## config.mk

```make
export PLATFORM = sky130hd
export DESIGN_NAME = oss_overlay_space_select
export DESIGN_NICKNAME = d
export VERILOG_FILES = /design/src/rtl/oss_pkg.sv /design/src/rtl/oss_overlay_space_select.sv
export SDC_FILE = /design/constraint.sdc
export NUM_CORES = 1
export LEC_CHECK = 0
export BUFFER_PORTS_ARGS = -buffer_cell sky130_fd_sc_hd__buf_2
export CAP_MARGIN = 25
export CORE_AREA = 2 2 251 253
export CTS_CLUSTER_SIZE = 40
export DETAILED_ROUTE_END_ITERATION = 8
export DIE_AREA = 0 0 253 255
export PLACE_DENSITY = 0.76
export SYNTH_ARGS = -nofsm -noshare
export SYNTH_HDL_FRONTEND = slang
export SYNTH_SLANG_ARGS = --single-unit
```

## constraint.sdc

```tcl
create_clock -name i_clk -period 2.6 [get_ports i_clk]
set_input_delay 0.26 -clock i_clk [delete_from_list [all_inputs] [get_ports i_clk]]
set_output_delay 0.26 -clock i_clk [all_outputs]
set_load 0.005 [all_outputs]
```

## src/rtl/oss_pkg.sv

```systemverilog
package oss_pkg;
   // command data words (matched on all 16 bits)
   localparam logic [15:0] CMD_ID_ENTRY    = 16'h0098;
   localparam logic [15:0] CMD_EXIT        = 16'h00f0;
   localparam logic [15:0] CMD_SR_READ     = 16'h0070;
   localparam logic [15:0] CMD_SR_CLEAR    = 16'h0071;
   localparam logic [15:0] CMD_SEC_ENTRY   = 16'h0088;
   localparam logic [15:0] CMD_SEC_EXIT    = 16'h0090;
   localparam logic [15:0] CMD_PCFG_ENTRY  = 16'h0040;
   localparam logic [15:0] CMD_PWD_ENTRY   = 16'h0060;
   localparam logic [15:0] CMD_PLK_ENTRY   = 16'h00c0;
   localparam logic [15:0] CMD_GRD_ENTRY   = 16'h0050;
   localparam logic [15:0] CMD_VLK_ENTRY   = 16'h00e0;
   localparam logic [15:0] CMD_ECC_ENTRY   = 16'h0075;
   localparam logic [15:0] CMD_CRC_ENTRY   = 16'h0078;
   localparam logic [15:0] CMD_LEG_EXIT    = 16'h0090;
   localparam logic [15:0] CMD_PROG        = 16'h00a0;
   localparam logic [15:0] CMD_BUF_PROG    = 16'h0025;
   localparam logic [15:0] CMD_PLK_ERASE   = 16'h0080;
   localparam logic [15:0] CMD_PWD_UNLOCK  = 16'h0029;
   localparam logic [15:0] CMD_CRC_START   = 16'h00c3;
   localparam logic [15:0] CMD_CRC_END     = 16'h003c;
   localparam logic [15:0] CMD_CRC_SUSP    = 16'h00b0;
   localparam logic [15:0] CMD_CRC_RESUME  = 16'h0030;
   localparam logic [15:0] CMD_CRC_RDVAL   = 16'h0079;
   // entry address for identity query entry
   localparam logic [11:0] ADDR_ID_ENTRY   = 12'h555;
   // password words 0..3
   localparam logic [11:0] PWD_LAST_WORD   = 12'h003;
   typedef enum logic [3:0] {
      OSS_ARRAY = 4'h0,
      OSS_IDQ   = 4'h1,
      OSS_STAT  = 4'h2,
      OSS_SEC   = 4'h3,
      OSS_PCFG  = 4'h4,
      OSS_PWD   = 4'h5,
      OSS_PLK   = 4'h6,
      OSS_GRD   = 4'h7,
      OSS_VLK   = 4'h8,
      OSS_ECC   = 4'h9,
      OSS_CRC   = 4'ha
   } oss_space_t;
   // read source selection
   typedef enum logic [3:0] {
      SRC_ARRAY = 4'h0,
      SRC_QUERY = 4'h1,
      SRC_STAT  = 4'h2,
      SRC_SEC   = 4'h3,
      SRC_PCFG  = 4'h4,
      SRC_PWD   = 4'h5,
      SRC_LOCK  = 4'h6,
      SRC_ECC   = 4'h7,
      SRC_CRC   = 4'h8,
      SRC_UNDEF = 4'h9
   } oss_src_t;
endpackage

```

## src/rtl/oss_overlay_space_select.sv

```systemverilog
// Operation
// RULE_01: write 0x0098 at word 0x555 enters query space; 0x00f0 anywhere leaves it.
// RULE_02: query data only for reads in the sector given at entry.
// RULE_03: status read command snapshots status and enters status space.
// RULE_04: first read in status space exits to the previous map.
// RULE_05: status only on first burst word; later words indeterminate.
// RULE_06: host reads status before sending any further command.
// RULE_07: secure space overlays entry sector; beyond the region reads indeterminate.
// RULE_08: secure space reads of other sectors give array and stay entered.
// RULE_09: secure region takes word and buffer program; exits on two commands.
// RULE_10: lock-family entries only from read mode, ignoring sector address.
// RULE_11: protection config at word 0, modified program; other words undefined.
// RULE_12: password at words 0 to 3, modified program; others undefined.
// RULE_13: password space accepts unlock releasing the global guard bit.
// RULE_14: persistent lock in bit 0 per sector; program sets, erase clears all.
// RULE_15: guard space shows guard bit in bit 0; modified program clears it.
// RULE_16: volatile lock in bit 0 per sector; set or clear by program.
// RULE_17: lock-family spaces exit on legacy exit or common exit.
// RULE_18: ecc space shows half-page status bits 4:0, traps and counter.
// RULE_19: crc running overlays whole array; suspended allows array reads only.
// RULE_20: crc space takes start, end, suspend, resume, read value, exit.
// RULE_21: software reset to standby, leaves query, clears timeout; ignored while busy.
// RULE_22: software reset acts within the write pulse high interval.
// RULE_23: after error clear stay in overlay, else erase suspend, else standby.
// RULE_24: one overlay at a time; read address decoded against it first.
`timescale 1ns/100ps
`default_nettype none
module oss_overlay_space_select #(
   parameter int SECT_W = 8,
   parameter int WORD_W = 12,
   parameter int SEC_WORDS = 512,
   parameter int HP_W = 4
) (
   input  wire logic                  i_clk,
   input  wire logic                  i_rst_b,
   input  wire logic                  i_cmd_valid,
   input  wire logic [SECT_W-1:0]     i_cmd_sector,
   input  wire logic [WORD_W-1:0]     i_cmd_word,
   input  wire logic [15:0]           i_cmd_data,
   input  wire logic                  i_rd_start,
   input  wire logic                  i_rd_beat,
   input  wire logic [SECT_W-1:0]     i_rd_sector,
   input  wire logic [WORD_W-1:0]     i_rd_word,
   input  wire logic [15:0]           i_status,
   input  wire logic                  i_op_busy,
   input  wire logic                  i_erase_susp,
   input  wire logic                  i_err_active,
   input  wire logic                  i_timeout_set,
   output logic [3:0]                 o_space,
   output logic [3:0]                 o_rd_src,
   output logic [15:0]                o_rd_word,
   output logic                       o_rd_undef,
   output logic                       o_sec_prog,
   output logic                       o_pcfg_prog,
   output logic                       o_pwd_prog,
   output logic                       o_pwd_unlock,
   output logic                       o_crc_cmd,
   output logic [2:0]                 o_crc_code,
   output logic                       o_crc_susp,
   output logic                       o_ctrl_standby,
   output logic                       o_erase_susp_state,
   output logic                       o_timeout_flag,
   output logic                       o_guard_bit,
   output logic [(1<<SECT_W)-1:0]     o_plk,
   output logic [(1<<SECT_W)-1:0]     o_vlk
);
   typedef struct packed {
      oss_pkg::oss_space_t         space;
      oss_pkg::oss_space_t         prev;
      logic [SECT_W-1:0]           sect;
      logic [15:0]                 snap;
      logic                        stat_first;
      logic                        prog_arm;
      logic                        crc_susp;
      logic                        timeout;
      logic                        guard;
      logic [(1<<SECT_W)-1:0]      plk;
      logic [(1<<SECT_W)-1:0]      vlk;
      logic [3:0]                  src;
      logic [15:0]                 rdw;
      logic                        undef;
      logic                        sec_prog;
      logic                        pcfg_prog;
      logic                        pwd_prog;
      logic                        unlock;
      logic                        crc_cmd;
      logic [2:0]                  crc_code;
      logic                        standby;
      logic                        esusp;
   } oss_state_t;
   oss_state_t st_r;
   oss_state_t st_nxt;
   logic       in_read_mode;
   logic       exit_any;
   logic       legacy_exit;
   always_comb begin
      st_nxt = st_r;
      st_nxt.sec_prog = 1'b0;
      st_nxt.pcfg_prog = 1'b0;
      st_nxt.pwd_prog = 1'b0;
      st_nxt.unlock = 1'b0;
      st_nxt.crc_cmd = 1'b0;
      in_read_mode = (st_r.space == oss_pkg::OSS_ARRAY) && !i_op_busy;
      exit_any = i_cmd_data == oss_pkg::CMD_EXIT;
      legacy_exit = i_cmd_data == oss_pkg::CMD_LEG_EXIT;
      if (i_timeout_set) begin
         st_nxt.timeout = 1'b1;
      end
      st_nxt.standby = !i_op_busy && !i_erase_susp;
      st_nxt.esusp = i_erase_susp && !i_op_busy;
      if (i_cmd_valid) begin
         if (exit_any && !i_op_busy) begin
            // software reset / common exit, same cycle as the write [RULE_21] [RULE_22]
            if (st_r.space != oss_pkg::OSS_STAT) begin
               st_nxt.space = oss_pkg::OSS_ARRAY; // [RULE_01] [RULE_17]
            end
            st_nxt.timeout = i_timeout_set; // [RULE_21]
            st_nxt.prog_arm = 1'b0;
         end else if (i_cmd_data == oss_pkg::CMD_SR_READ) begin
            st_nxt.snap = i_status; // [RULE_03]
            st_nxt.stat_first = 1'b1;
            if (st_r.space != oss_pkg::OSS_STAT) begin
               st_nxt.prev = st_r.space; // [RULE_04]
            end
            st_nxt.space = oss_pkg::OSS_STAT; // [RULE_03]
         end else if (i_cmd_data == oss_pkg::CMD_SR_CLEAR && i_err_active) begin
            // overlay kept; standby or suspend follows the controller [RULE_23]
            st_nxt.space = st_r.space;
         end else if (st_r.prog_arm) begin
            st_nxt.prog_arm = 1'b0;
            unique case (st_r.space)
               oss_pkg::OSS_SEC: st_nxt.sec_prog = 1'b1; // [RULE_09]
               oss_pkg::OSS_PCFG: st_nxt.pcfg_prog = (i_cmd_word == '0); // [RULE_11]
               oss_pkg::OSS_PWD: st_nxt.pwd_prog = (i_cmd_word <= oss_pkg::PWD_LAST_WORD); // [RULE_12]
               oss_pkg::OSS_PLK: st_nxt.plk[i_cmd_sector] = 1'b1; // [RULE_14]
               oss_pkg::OSS_GRD: st_nxt.guard = st_r.guard & i_cmd_data[0]; // [RULE_15]
               oss_pkg::OSS_VLK: st_nxt.vlk[i_cmd_sector] = i_cmd_data[0]; // [RULE_16]
               default: st_nxt.prog_arm = 1'b0;
            endcase
         end else if (in_read_mode) begin
            // entries only from read mode; one overlay at a time [RULE_24]
            if (i_cmd_data == oss_pkg::CMD_ID_ENTRY && i_cmd_word == oss_pkg::ADDR_ID_ENTRY) begin
               st_nxt.space = oss_pkg::OSS_IDQ; // [RULE_01]
               st_nxt.sect = i_cmd_sector; // [RULE_02]
            end else if (i_cmd_data == oss_pkg::CMD_SEC_ENTRY) begin
               st_nxt.space = oss_pkg::OSS_SEC;
               st_nxt.sect = i_cmd_sector; // [RULE_07]
            end else if (i_cmd_data == oss_pkg::CMD_PCFG_ENTRY) begin
               st_nxt.space = oss_pkg::OSS_PCFG; // [RULE_10]
            end else if (i_cmd_data == oss_pkg::CMD_PWD_ENTRY) begin
               st_nxt.space = oss_pkg::OSS_PWD; // [RULE_10]
            end else if (i_cmd_data == oss_pkg::CMD_PLK_ENTRY) begin
               st_nxt.space = oss_pkg::OSS_PLK; // [RULE_10]
            end else if (i_cmd_data == oss_pkg::CMD_GRD_ENTRY) begin
               st_nxt.space = oss_pkg::OSS_GRD; // [RULE_10]
            end else if (i_cmd_data == oss_pkg::CMD_VLK_ENTRY) begin
               st_nxt.space = oss_pkg::OSS_VLK; // [RULE_10]
            end else if (i_cmd_data == oss_pkg::CMD_ECC_ENTRY) begin
               st_nxt.space = oss_pkg::OSS_ECC; // [RULE_10]
            end else if (i_cmd_data == oss_pkg::CMD_CRC_ENTRY) begin
               st_nxt.space = oss_pkg::OSS_CRC;
               st_nxt.crc_susp = 1'b0;
            end
         end else begin
            unique case (st_r.space)
               oss_pkg::OSS_SEC: begin
                  if (legacy_exit) begin
                     st_nxt.space = oss_pkg::OSS_ARRAY; // [RULE_09]
                  end else if (i_cmd_data == oss_pkg::CMD_PROG || i_cmd_data == oss_pkg::CMD_BUF_PROG) begin
                     st_nxt.prog_arm = 1'b1; // [RULE_09]
                  end
               end
               oss_pkg::OSS_PCFG, oss_pkg::OSS_PWD, oss_pkg::OSS_PLK,
               oss_pkg::OSS_GRD, oss_pkg::OSS_VLK: begin
                  if (legacy_exit) begin
                     st_nxt.space = oss_pkg::OSS_ARRAY; // [RULE_17]
                  end else if (i_cmd_data == oss_pkg::CMD_PROG) begin
                     st_nxt.prog_arm = 1'b1;
                  end else if (i_cmd_data == oss_pkg::CMD_PWD_UNLOCK && st_r.space == oss_pkg::OSS_PWD) begin
                     st_nxt.unlock = 1'b1; // [RULE_13]
                     st_nxt.guard = 1'b0; // [RULE_13]
                  end else if (i_cmd_data == oss_pkg::CMD_PLK_ERASE && st_r.space == oss_pkg::OSS_PLK) begin
                     st_nxt.plk = '0; // [RULE_14]
                  end
               end
               oss_pkg::OSS_CRC: begin
                  // crc command set [RULE_20]
                  st_nxt.crc_cmd = 1'b1;
                  if (i_cmd_data == oss_pkg::CMD_CRC_START) begin
                     st_nxt.crc_code = 3'h1;
                  end else if (i_cmd_data == oss_pkg::CMD_CRC_END) begin
                     st_nxt.crc_code = 3'h2;
                  end else if (i_cmd_data == oss_pkg::CMD_CRC_SUSP) begin
                     st_nxt.crc_code = 3'h3;
                     st_nxt.crc_susp = 1'b1;
                  end else if (i_cmd_data == oss_pkg::CMD_CRC_RESUME) begin
                     st_nxt.crc_code = 3'h4;
                     st_nxt.crc_susp = 1'b0;
                  end else if (i_cmd_data == oss_pkg::CMD_CRC_RDVAL) begin
                     st_nxt.crc_code = 3'h5;
                  end else begin
                     st_nxt.crc_cmd = 1'b0;
                  end
               end
               default: st_nxt.prog_arm = 1'b0;
            endcase
         end
      end
      // read decode against active overlay first [RULE_24]
      if (i_rd_start || i_rd_beat) begin
         st_nxt.undef = 1'b0;
         st_nxt.rdw = '0;
         st_nxt.src = oss_pkg::SRC_ARRAY;
         unique case (st_r.space)
            oss_pkg::OSS_IDQ: begin
               st_nxt.src = (i_rd_sector == st_r.sect) ? oss_pkg::SRC_QUERY : oss_pkg::SRC_ARRAY; // [RULE_02]
            end
            oss_pkg::OSS_STAT: begin
               st_nxt.src = oss_pkg::SRC_STAT;
               st_nxt.rdw = i_rd_start ? st_r.snap : 16'h0000; // [RULE_05]
               st_nxt.undef = !i_rd_start; // [RULE_05]
               if (i_rd_start) begin
                  st_nxt.space = st_r.prev; // [RULE_04]
                  st_nxt.stat_first = 1'b0;
               end
            end
            oss_pkg::OSS_SEC: begin
               if (i_rd_sector == st_r.sect) begin
                  st_nxt.src = oss_pkg::SRC_SEC;
                  st_nxt.undef = int'(i_rd_word) >= SEC_WORDS; // [RULE_07]
               end
               // other sectors read array, overlay kept [RULE_08]
            end
            oss_pkg::OSS_PCFG: begin
               st_nxt.src = oss_pkg::SRC_PCFG;
               st_nxt.undef = (i_rd_word != '0) || (i_rd_sector != '0); // [RULE_11]
            end
            oss_pkg::OSS_PWD: begin
               st_nxt.src = oss_pkg::SRC_PWD;
               st_nxt.undef = (i_rd_word > oss_pkg::PWD_LAST_WORD) || (i_rd_sector != '0); // [RULE_12]
            end
            oss_pkg::OSS_PLK: begin
               st_nxt.src = oss_pkg::SRC_LOCK;
               st_nxt.rdw = {15'h0000, st_r.plk[i_rd_sector]}; // [RULE_14]
            end
            oss_pkg::OSS_GRD: begin
               st_nxt.src = oss_pkg::SRC_LOCK;
               st_nxt.rdw = {15'h0000, st_r.guard}; // [RULE_15]
            end
            oss_pkg::OSS_VLK: begin
               st_nxt.src = oss_pkg::SRC_LOCK;
               st_nxt.rdw = {15'h0000, st_r.vlk[i_rd_sector]}; // [RULE_16]
            end
            oss_pkg::OSS_ECC: begin
               st_nxt.src = oss_pkg::SRC_ECC; // [RULE_18]
            end
            oss_pkg::OSS_CRC: begin
               st_nxt.src = st_r.crc_susp ? oss_pkg::SRC_ARRAY : oss_pkg::SRC_CRC; // [RULE_19]
            end
            default: st_nxt.src = oss_pkg::SRC_ARRAY;
         endcase
      end
      if (!i_rst_b) begin
         st_nxt = '0;
         st_nxt.guard = 1'b1;
         st_nxt.standby = 1'b1;
      end
   end
   always_ff @(posedge i_clk) begin
      st_r <= st_nxt;
   end
   assign o_space = st_r.space;
   assign o_rd_src = st_r.src;
   assign o_rd_word = st_r.rdw;
   assign o_rd_undef = st_r.undef;
   assign o_sec_prog = st_r.sec_prog;
   assign o_pcfg_prog = st_r.pcfg_prog;
   assign o_pwd_prog = st_r.pwd_prog;
   assign o_pwd_unlock = st_r.unlock;
   assign o_crc_cmd = st_r.crc_cmd;
   assign o_crc_code = st_r.crc_code;
   assign o_crc_susp = st_r.crc_susp;
   assign o_ctrl_standby = st_r.standby;
   assign o_erase_susp_state = st_r.esusp;
   assign o_timeout_flag = st_r.timeout;
   assign o_guard_bit = st_r.guard;
   assign o_plk = st_r.plk;
   assign o_vlk = st_r.vlk;

   a_status_first_exit: assert property (@(posedge i_clk) disable iff (!i_rst_b)
      (st_r.space == oss_pkg::OSS_STAT && i_rd_start) |=> st_r.space == $past(st_r.prev))
      else $error("status space not left on first read"); // [RULE_04]
   a_status_snapshot: assert property (@(posedge i_clk) disable iff (!i_rst_b)
      (i_cmd_valid && i_cmd_data == oss_pkg::CMD_SR_READ) |=> st_r.snap == $past(i_status))
      else $error("status not captured"); // [RULE_03]
   a_query_entry: assert property (@(posedge i_clk) disable iff (!i_rst_b)
      (i_cmd_valid && in_read_mode && i_cmd_data == oss_pkg::CMD_ID_ENTRY
       && i_cmd_word == oss_pkg::ADDR_ID_ENTRY) |=> st_r.space == oss_pkg::OSS_IDQ)
      else $error("query entry missed"); // [RULE_01]
   a_reset_exit: assert property (@(posedge i_clk) disable iff (!i_rst_b)
      (i_cmd_valid && exit_any && !i_op_busy && st_r.space != oss_pkg::OSS_STAT)
      |=> (st_r.space == oss_pkg::OSS_ARRAY && !st_r.timeout) || $past(i_timeout_set))
      else $error("software reset not taken"); // [RULE_21]
   a_busy_no_entry: assert property (@(posedge i_clk) disable iff (!i_rst_b)
      (st_r.space == oss_pkg::OSS_ARRAY && i_op_busy && i_cmd_data != oss_pkg::CMD_SR_READ)
      |=> st_r.space == oss_pkg::OSS_ARRAY)
      else $error("entry accepted outside read mode"); // [RULE_10]
   a_unlock_guard: assert property (@(posedge i_clk) disable iff (!i_rst_b)
      st_r.unlock |-> !st_r.guard)
      else $error("unlock left guard set"); // [RULE_13]
   a_sec_other_sector: assert property (@(posedge i_clk) disable iff (!i_rst_b)
      (st_r.space == oss_pkg::OSS_SEC && i_rd_start && !i_cmd_valid && i_rd_sector != st_r.sect)
      |=> st_r.space == oss_pkg::OSS_SEC && st_r.src == oss_pkg::SRC_ARRAY)
      else $error("secure space left on array read"); // [RULE_08]
   a_crc_susp_read: assert property (@(posedge i_clk) disable iff (!i_rst_b)
      (st_r.space == oss_pkg::OSS_CRC && i_rd_start && !i_cmd_valid)
      |=> st_r.src == ($past(st_r.crc_susp) ? oss_pkg::SRC_ARRAY : oss_pkg::SRC_CRC))
      else $error("crc read source wrong"); // [RULE_19]
endmodule
`default_nettype wire

```

==> results of run 1 <==
## synthesized netlist by cell type (17+ instances only)
cell type	number
sky130_fd_sc_hd__dfxtp_1	579
sky130_fd_sc_hd__buf_4	551
sky130_fd_sc_hd__mux2i_1	342
sky130_fd_sc_hd__nand2_1	331
sky130_fd_sc_hd__nor2_1	316
sky130_fd_sc_hd__nor2b_1	307
sky130_fd_sc_hd__a21oi_1	292
sky130_fd_sc_hd__clkbuf_1	168
sky130_fd_sc_hd__mux4_2	98
sky130_fd_sc_hd__buf_2	52
sky130_fd_sc_hd__nor3_1	24
sky130_fd_sc_hd__o221ai_1	22
sky130_fd_sc_hd__a22oi_1	21
sky130_fd_sc_hd__buf_1	21
sky130_fd_sc_hd__o21ai_0	21
sky130_fd_sc_hd__nand3_1	20
sky130_fd_sc_hd__a21boi_0	18
sky130_fd_sc_hd__a31oi_1	18
sky130_fd_sc_hd__nand2b_1	17
## cells by family after synthesis
logic type,after synthesis,synth area share [%]
AO/OA/AOI/OAI,463,8.88
AND/OR/NAND/NOR,1108,17.6
adder cells (fa/ha/maj),1,0.0327
buffers and inverters,804,16.9
multiplexers,442,18.5
XOR/XNOR,8,0.229
flip-flops,579,37.9
## cell type report
class / instances / area, µm² / area share (%)
clock inverter: 31 / 342 / 0.977
clock buffer: 87 / 1840 / 5.26
inverter: 10 / 37.5 / 0.107
tap: 799 / 1000 / 2.86
timing repair buffer: 917 / 6090 / 17.4
sequential: 579 / 11600 / 33.2
antenna: 5 / 12.5 / 0.0358
multi-input combinational: 2022 / 14100 / 40.2
## worst max-delay path, stage by stage (launching register included)
cell	delay (ps)
sky130_fd_sc_hd__dfxtp_1	390
sky130_fd_sc_hd__mux4_2	480
sky130_fd_sc_hd__a2111oi_1	410
sky130_fd_sc_hd__a21oi_1	100
sky130_fd_sc_hd__o22a_1	260
sky130_fd_sc_hd__o221a_2	330
sky130_fd_sc_hd__nor4_4	330
sky130_fd_sc_hd__o31ai_1	120
## how the worst min path moves through the flow
stage / endpoint / start / slack, ps / depth (start not counted)
after global routing: o_rd_undef$_SDFFE_PN0N_ / i_rd_start / 30 / 4
final: o_rd_undef$_SDFFE_PN0N_ / i_rd_word[9] / 40 / 3
after floorplan: o_erase_susp_state$_SDFF_PN0_ / i_op_busy / 330 / 1
after global placement: st_r[573]$_SDFFE_PN0P_ / st_r[573]$_SDFFE_PN0P_ / 440 / 2
after detailed placement: st_r[573]$_SDFFE_PN0P_ / st_r[573]$_SDFFE_PN0P_ / 450 / 2
after CTS: o_rd_undef$_SDFFE_PN0N_ / i_rd_start / 8 / 4
## power by group
group / total [mW] / switching [mW] / internal (mW)
sequential: 8.88 / 0.00382 / 8.88
clock: 9.36 / 4.00 / 5.36
combinational: 1.25 / 0.774 / 0.481
total: 19.5 / 4.78 / 14.7
## per-layer routing
metal	GRT usage, %	vias up
met3	7.65	353
li1	-	11400
met4	14.1	10
met1	43.4	12700
met2	51.6	1516
met5	0	-
## through the flow
| step | cell area [µm²] | hold WS [ps] | setup TNS, ps |
|---|---|---|---|
| after floorplan | 30600 | 332 | 0 |
| after global placement | 32300 | 443 | -193690 |
| after detailed placement | 32300 | 450 | -207560 |
| after CTS | 34900 | 8.18 | 0 |
| after global routing | 35000 | 32.9 | 0 |
| final | 35000 | 37.2 | 0 |
## what timing repair did
action / in CTS / in global routing
endpoints found under the hold margin: 23 / 0
pin swaps: 4 / 2
hold buffers: 26 / 0
cloned: 0 / 0
setup endpoints to repair: 86 / 30
buffers inserted: 6 / 1
resized for setup: 7 / 11
==> results.ini, run 1 <==
[outcome]
status=finished clean

[logic_synthesis]
post_synth_inst_count=3405
ys_seq_elements=579
synth-seq-area-share_pct=37.9
synthFlopType=sky130_fd_sc_hd__dfxtp_1
synth_enable_flop_cells=0
synth_async_sr_flop_share_pct=0
postSynthNetCount=3486
netlist_area_um2=30600
yosys.cell_types.count=70
yosysTopAreaCell=sky130_fd_sc_hd__dfxtp_1
post-synth-top-area-fraction_pct=37.9
synth-warning-count=0
synth.avg_cell_area_um2=8.99
synth.area.top_cells=sky130_fd_sc_hd__dfxtp_1 38%, sky130_fd_sc_hd__buf_4 14%, sky130_fd_sc_hd__mux2i_1 11%

[timing]
report.final.slew_viol_count=0
worst_slew_pin_slew_ps=1180
max_freq_mhz=392
hold_viol_final=0
timing.final.crit_share_pct=98.0
slew_headroom_pct=21.4
final.setup.worst_slack_ps=50.9
fin_skew_ps=22.3
grt_setup_unrepaired=no
setup_viol_count_final=0
period_needed_ps=2550

[setup_path]
regToRegStartpoint=o_plk[85]$_SDFFE_PN0P_
critPathKind=register to register
critPathCaptureType=register
critical_path_required_ps=3090
worst-r2r-cell-count=7
worst-endpoint-arrival_ps=3040
crit_path_start_kind=register
timing.reg2reg.setup_slack_ps=50
reg2reg_capture_point=o_rd_word[0]$_SDFFE_PN0N_
cp-startpoint=o_plk[85]$_SDFFE_PN0P_
crit_path_max_fanout=3
crit_end=o_rd_word[0]$_SDFFE_PN0N_

[place]
dp_cells=4294
io_buffers=630
place.gp.congestion=0.925
hpwl_reported_at_the_end_of_detailed_placement_um=79600
place_ws_ps=-826

[global_routing]
antenna_found_initial=9
grt_first_pass_wirelength_um=158000
largest_net_degree_at_the_start_of_global_routing=236
global_route.overflow_total=0
number_of_global_route_vias_before_repair=24100
grt_use_total_pct=32.8

[detailed_routing]
met3WireLength_um=10500
overall_via_count_from_detail_route=26000
drc=0
detail_route.iter0.violations=2979
detail-route-antenna-nets=0
route.detailed.wl_per_inst_um=25.0
wl_met1_um=44900
via_density_per_instance=5.84
top_layer=met5
first_pass_detailed_route_iteration_total=8
wirelength_um=111000
met2_length_um=50500

[floorplan]
design.core.area_um2=62200
die_y_um=255
die-width_um=253
floorplan.io_pins=631
floorplan.die_area_um2=64500
std_cell_rows=92
initial_util_pct=49.2

[layout]
fill_cells=5468
finish.utilization_pct=56.3
syn2layout_area_growth_pct=14.3
fin_cells=4450
most_frequent_cells_in_the_layout=625 x sky130_fd_sc_hd__buf_2, 578 x sky130_fd_sc_hd__dfxtp_1, 342 x sky130_fd_sc_hd__mux2i_1
layout_commonest_cell=sky130_fd_sc_hd__buf_2
drive_gt1_share_pct=32.1
nNetsFinal=3677

[clock_network]
worstSkewPairLatency_ps=630
tritoncts=built
cts_buffers=66
number_of_buffers_between_clock_root_and_the_deepest_sink=3
clkSlewWorstSetupHoldPaths_ps=60
cts.sinks=579
cts_max_level=3
cts.root.buffer_cell=sky130_fd_sc_hd__clkbuf_16

[min_path]
hold_class=primary input to register

[power]
power_per_cell_area_nw_per_um2=558
report.power.total_mw=19.5
vdd_drop_max_mv=0.457
power.static_leakage_nw=16.3

[flow_run]
max-cap-violations=0

Note: power is estimated with default switching activity, not from simulation.
==> inputs of run 2 (changes only) <==
==> constraint.sdc (replaced) <==
create_clock -name i_clk -period 2.6 [get_ports i_clk]
set_input_delay 0.26 -clock i_clk [delete_from_list [all_inputs] [get_ports i_clk]]
set_output_delay 0.26 -clock i_clk [all_outputs]
set_load 0.02 [all_outputs]
==> results.ini, run 2 (same netlist as run 1, synthesis figures left out) <==
[floorplan]
floorplan.io_pins=631
design.core.area_um2=62200
initial_util_pct=49.2
die-width_um=253
std_cell_rows=92
floorplan.die_area_um2=64500
die_y_um=255

[place]
io_buffers=630
hpwl_reported_at_the_end_of_detailed_placement_um=79300
detailed_place.area_um2=32400
place_ws_ps=-833
place.gp.congestion=0.921

[global_routing]
largest_net_degree_at_the_start_of_global_routing=236
grt_first_pass_wirelength_um=158000
number_of_global_route_vias_before_repair=24000
grt_use_total_pct=32.8
antenna_found_initial=11
global_route.overflow_total=0

[timing]
max_freq_mhz=398
worst_slew_pin_slew_ps=1300
fin_skew_ps=13.7
setup_viol_count_final=0
slew_headroom_pct=13.4
final.setup.worst_slack_ps=87.4
period_needed_ps=2510
report.final.slew_viol_count=0
timing.final.crit_share_pct=96.6
hold_viol_final=0

[setup_path]
critPathKind=register to register
worst-endpoint-arrival_ps=3060
crit_path_start_kind=register
crit_path_max_fanout=13
critical_path_required_ps=3140
critPathCaptureType=register
timing.reg2reg.setup_slack_ps=90
regToRegStartpoint=o_space[1]$_SDFF_PN0_
reg2reg_capture_point=o_plk[153]$_SDFFE_PN0P_
worst-r2r-cell-count=12

[power]
report.power.total_mw=19.8
power_per_cell_area_nw_per_um2=564
p_sw_mw=4.75
power.static_leakage_nw=16.3
p_int_mw=15.0
share_of_power_burned_in_combinational_logic_pct=6.4
vdd_drop_max_mv=0.455
pwr-share-clk_pct=48.6
power.share.switching_pct=24.0
seq_power_share_pct=44.9

[min_path]
worstHoldStart=i_rd_beat
min_to=o_rd_src[1]$_SDFFE_PN0N_
worstHoldPathCells=3
hold_class=primary input to register

[detailed_routing]
drc=0
route.detailed.wl_per_inst_um=25.0
detail-route-antenna-nets=0
first_pass_detailed_route_iteration_total=5
detail_route.iter0.violations=3004
wirelength_um=112000
via_density_per_instance=5.83
overall_via_count_from_detail_route=26000

[clock_network]
worstSkewPairLatency_ps=610
cts_buffers=66
number_of_buffers_between_clock_root_and_the_deepest_sink=3
clkSlewWorstSetupHoldPaths_ps=60
tritoncts=built
cts.root.buffer_cell=sky130_fd_sc_hd__clkbuf_16
cts.sinks=579
cts_max_level=3

[flow_run]
max-cap-violations=0

[layout]
nNetsFinal=3681
finish.instance_area_um2=35100
syn2layout_area_growth_pct=14.5
drive_gt1_share_pct=32.1
layout_commonest_cell=sky130_fd_sc_hd__buf_2
most_frequent_cells_in_the_layout=625 x sky130_fd_sc_hd__buf_2, 579 x sky130_fd_sc_hd__dfxtp_1, 341 x sky130_fd_sc_hd__mux2i_1

[outcome]
status=finished clean

run 2: timing repair:
action | in CTS | in global routing
hold endpoints to repair | 24 | 0
resized for setup | 5 | 11
buffers inserted | 4 | 3
setup endpoints to repair | 71 | 69
pin swaps | 4 | 7
hold buffers | 28 | 0
run 2: final cells by class:
cell class	instances	area [µm²]
antenna	6	15.0
clock buffer	93	1910
clock inverter	24	300
fill	5430	27100
inverter	10	37.5
multi-input combinational	2022	14100
sequential	579	11600
tap	799	1000
timing repair buffer	921	6140
run 2: worst max-delay path by stage:
stage                                      start                   endpoint  slack (ps)
after floorplan                   i_rd_sector[0]  o_rd_word[0]$_SDFFE_PN0N_          80
after global placement            i_rd_sector[0]  o_rd_word[0]$_SDFFE_PN0N_        -850
after detailed placement          i_rd_sector[0]  o_rd_word[0]$_SDFFE_PN0N_        -830
after CTS                  o_space[1]$_SDFF_PN0_    o_plk[115]$_SDFFE_PN0P_          10
after global routing      o_plk[21]$_SDFFE_PN0P_  o_rd_word[0]$_SDFFE_PN0N_         -10
final                      o_space[1]$_SDFF_PN0_    o_plk[153]$_SDFFE_PN0P_          90
run 2: power by group through the flow:
| stage | clock, mW | combinational, mW | sequential (mW) |
|---|---|---|---|
| floorplan | 0 | 0.685 | 9.08 |
| global placement | 0 | 1.21 | 9.08 |
| detailed placement | 0 | 1.21 | 9.08 |
| CTS | 9.67 | 1.25 | 8.88 |
| global route | 10.0 | 1.33 | 8.88 |
| finish | 9.62 | 1.27 | 8.88 |
run 2: worst max-delay path, cell delays in order (launching register included):
cell and delay, ps:
sky130_fd_sc_hd__dfxtp_1 410, sky130_fd_sc_hd__nor2b_1 160, sky130_fd_sc_hd__buf_4 120, sky130_fd_sc_hd__nand2_1 50, sky130_fd_sc_hd__buf_4 170, sky130_fd_sc_hd__nor4_4 290, sky130_fd_sc_hd__buf_4 220, sky130_fd_sc_hd__nand2b_1 180
sky130_fd_sc_hd__buf_4 190, sky130_fd_sc_hd__nor2_2 230, sky130_fd_sc_hd__buf_12 210, sky130_fd_sc_hd__a21oi_1 90, sky130_fd_sc_hd__nor2_1 110
run 2: routing by layer:
layer  up-vias  routed length (µm)  GRT usage, %
li1      11400                   -             -
met1     12600               44500          42.7
met2      1591               50900          51.5
met3       316               11600          8.15
met4         8                4590          14.5
met5         -                  52             0
run 2: through the flow:
stage	hold slack, ps	util [%]	cells	TNS (ps)
floorplan	332	-	3405	0
global placement	443	52.1	4296	-192240
detailed placement	457	52.1	4296	-185160
CTS	11.0	56.2	4445	0
global route	56.9	56.4	4454	-14.6
finish	52.2	56.4	4454	0
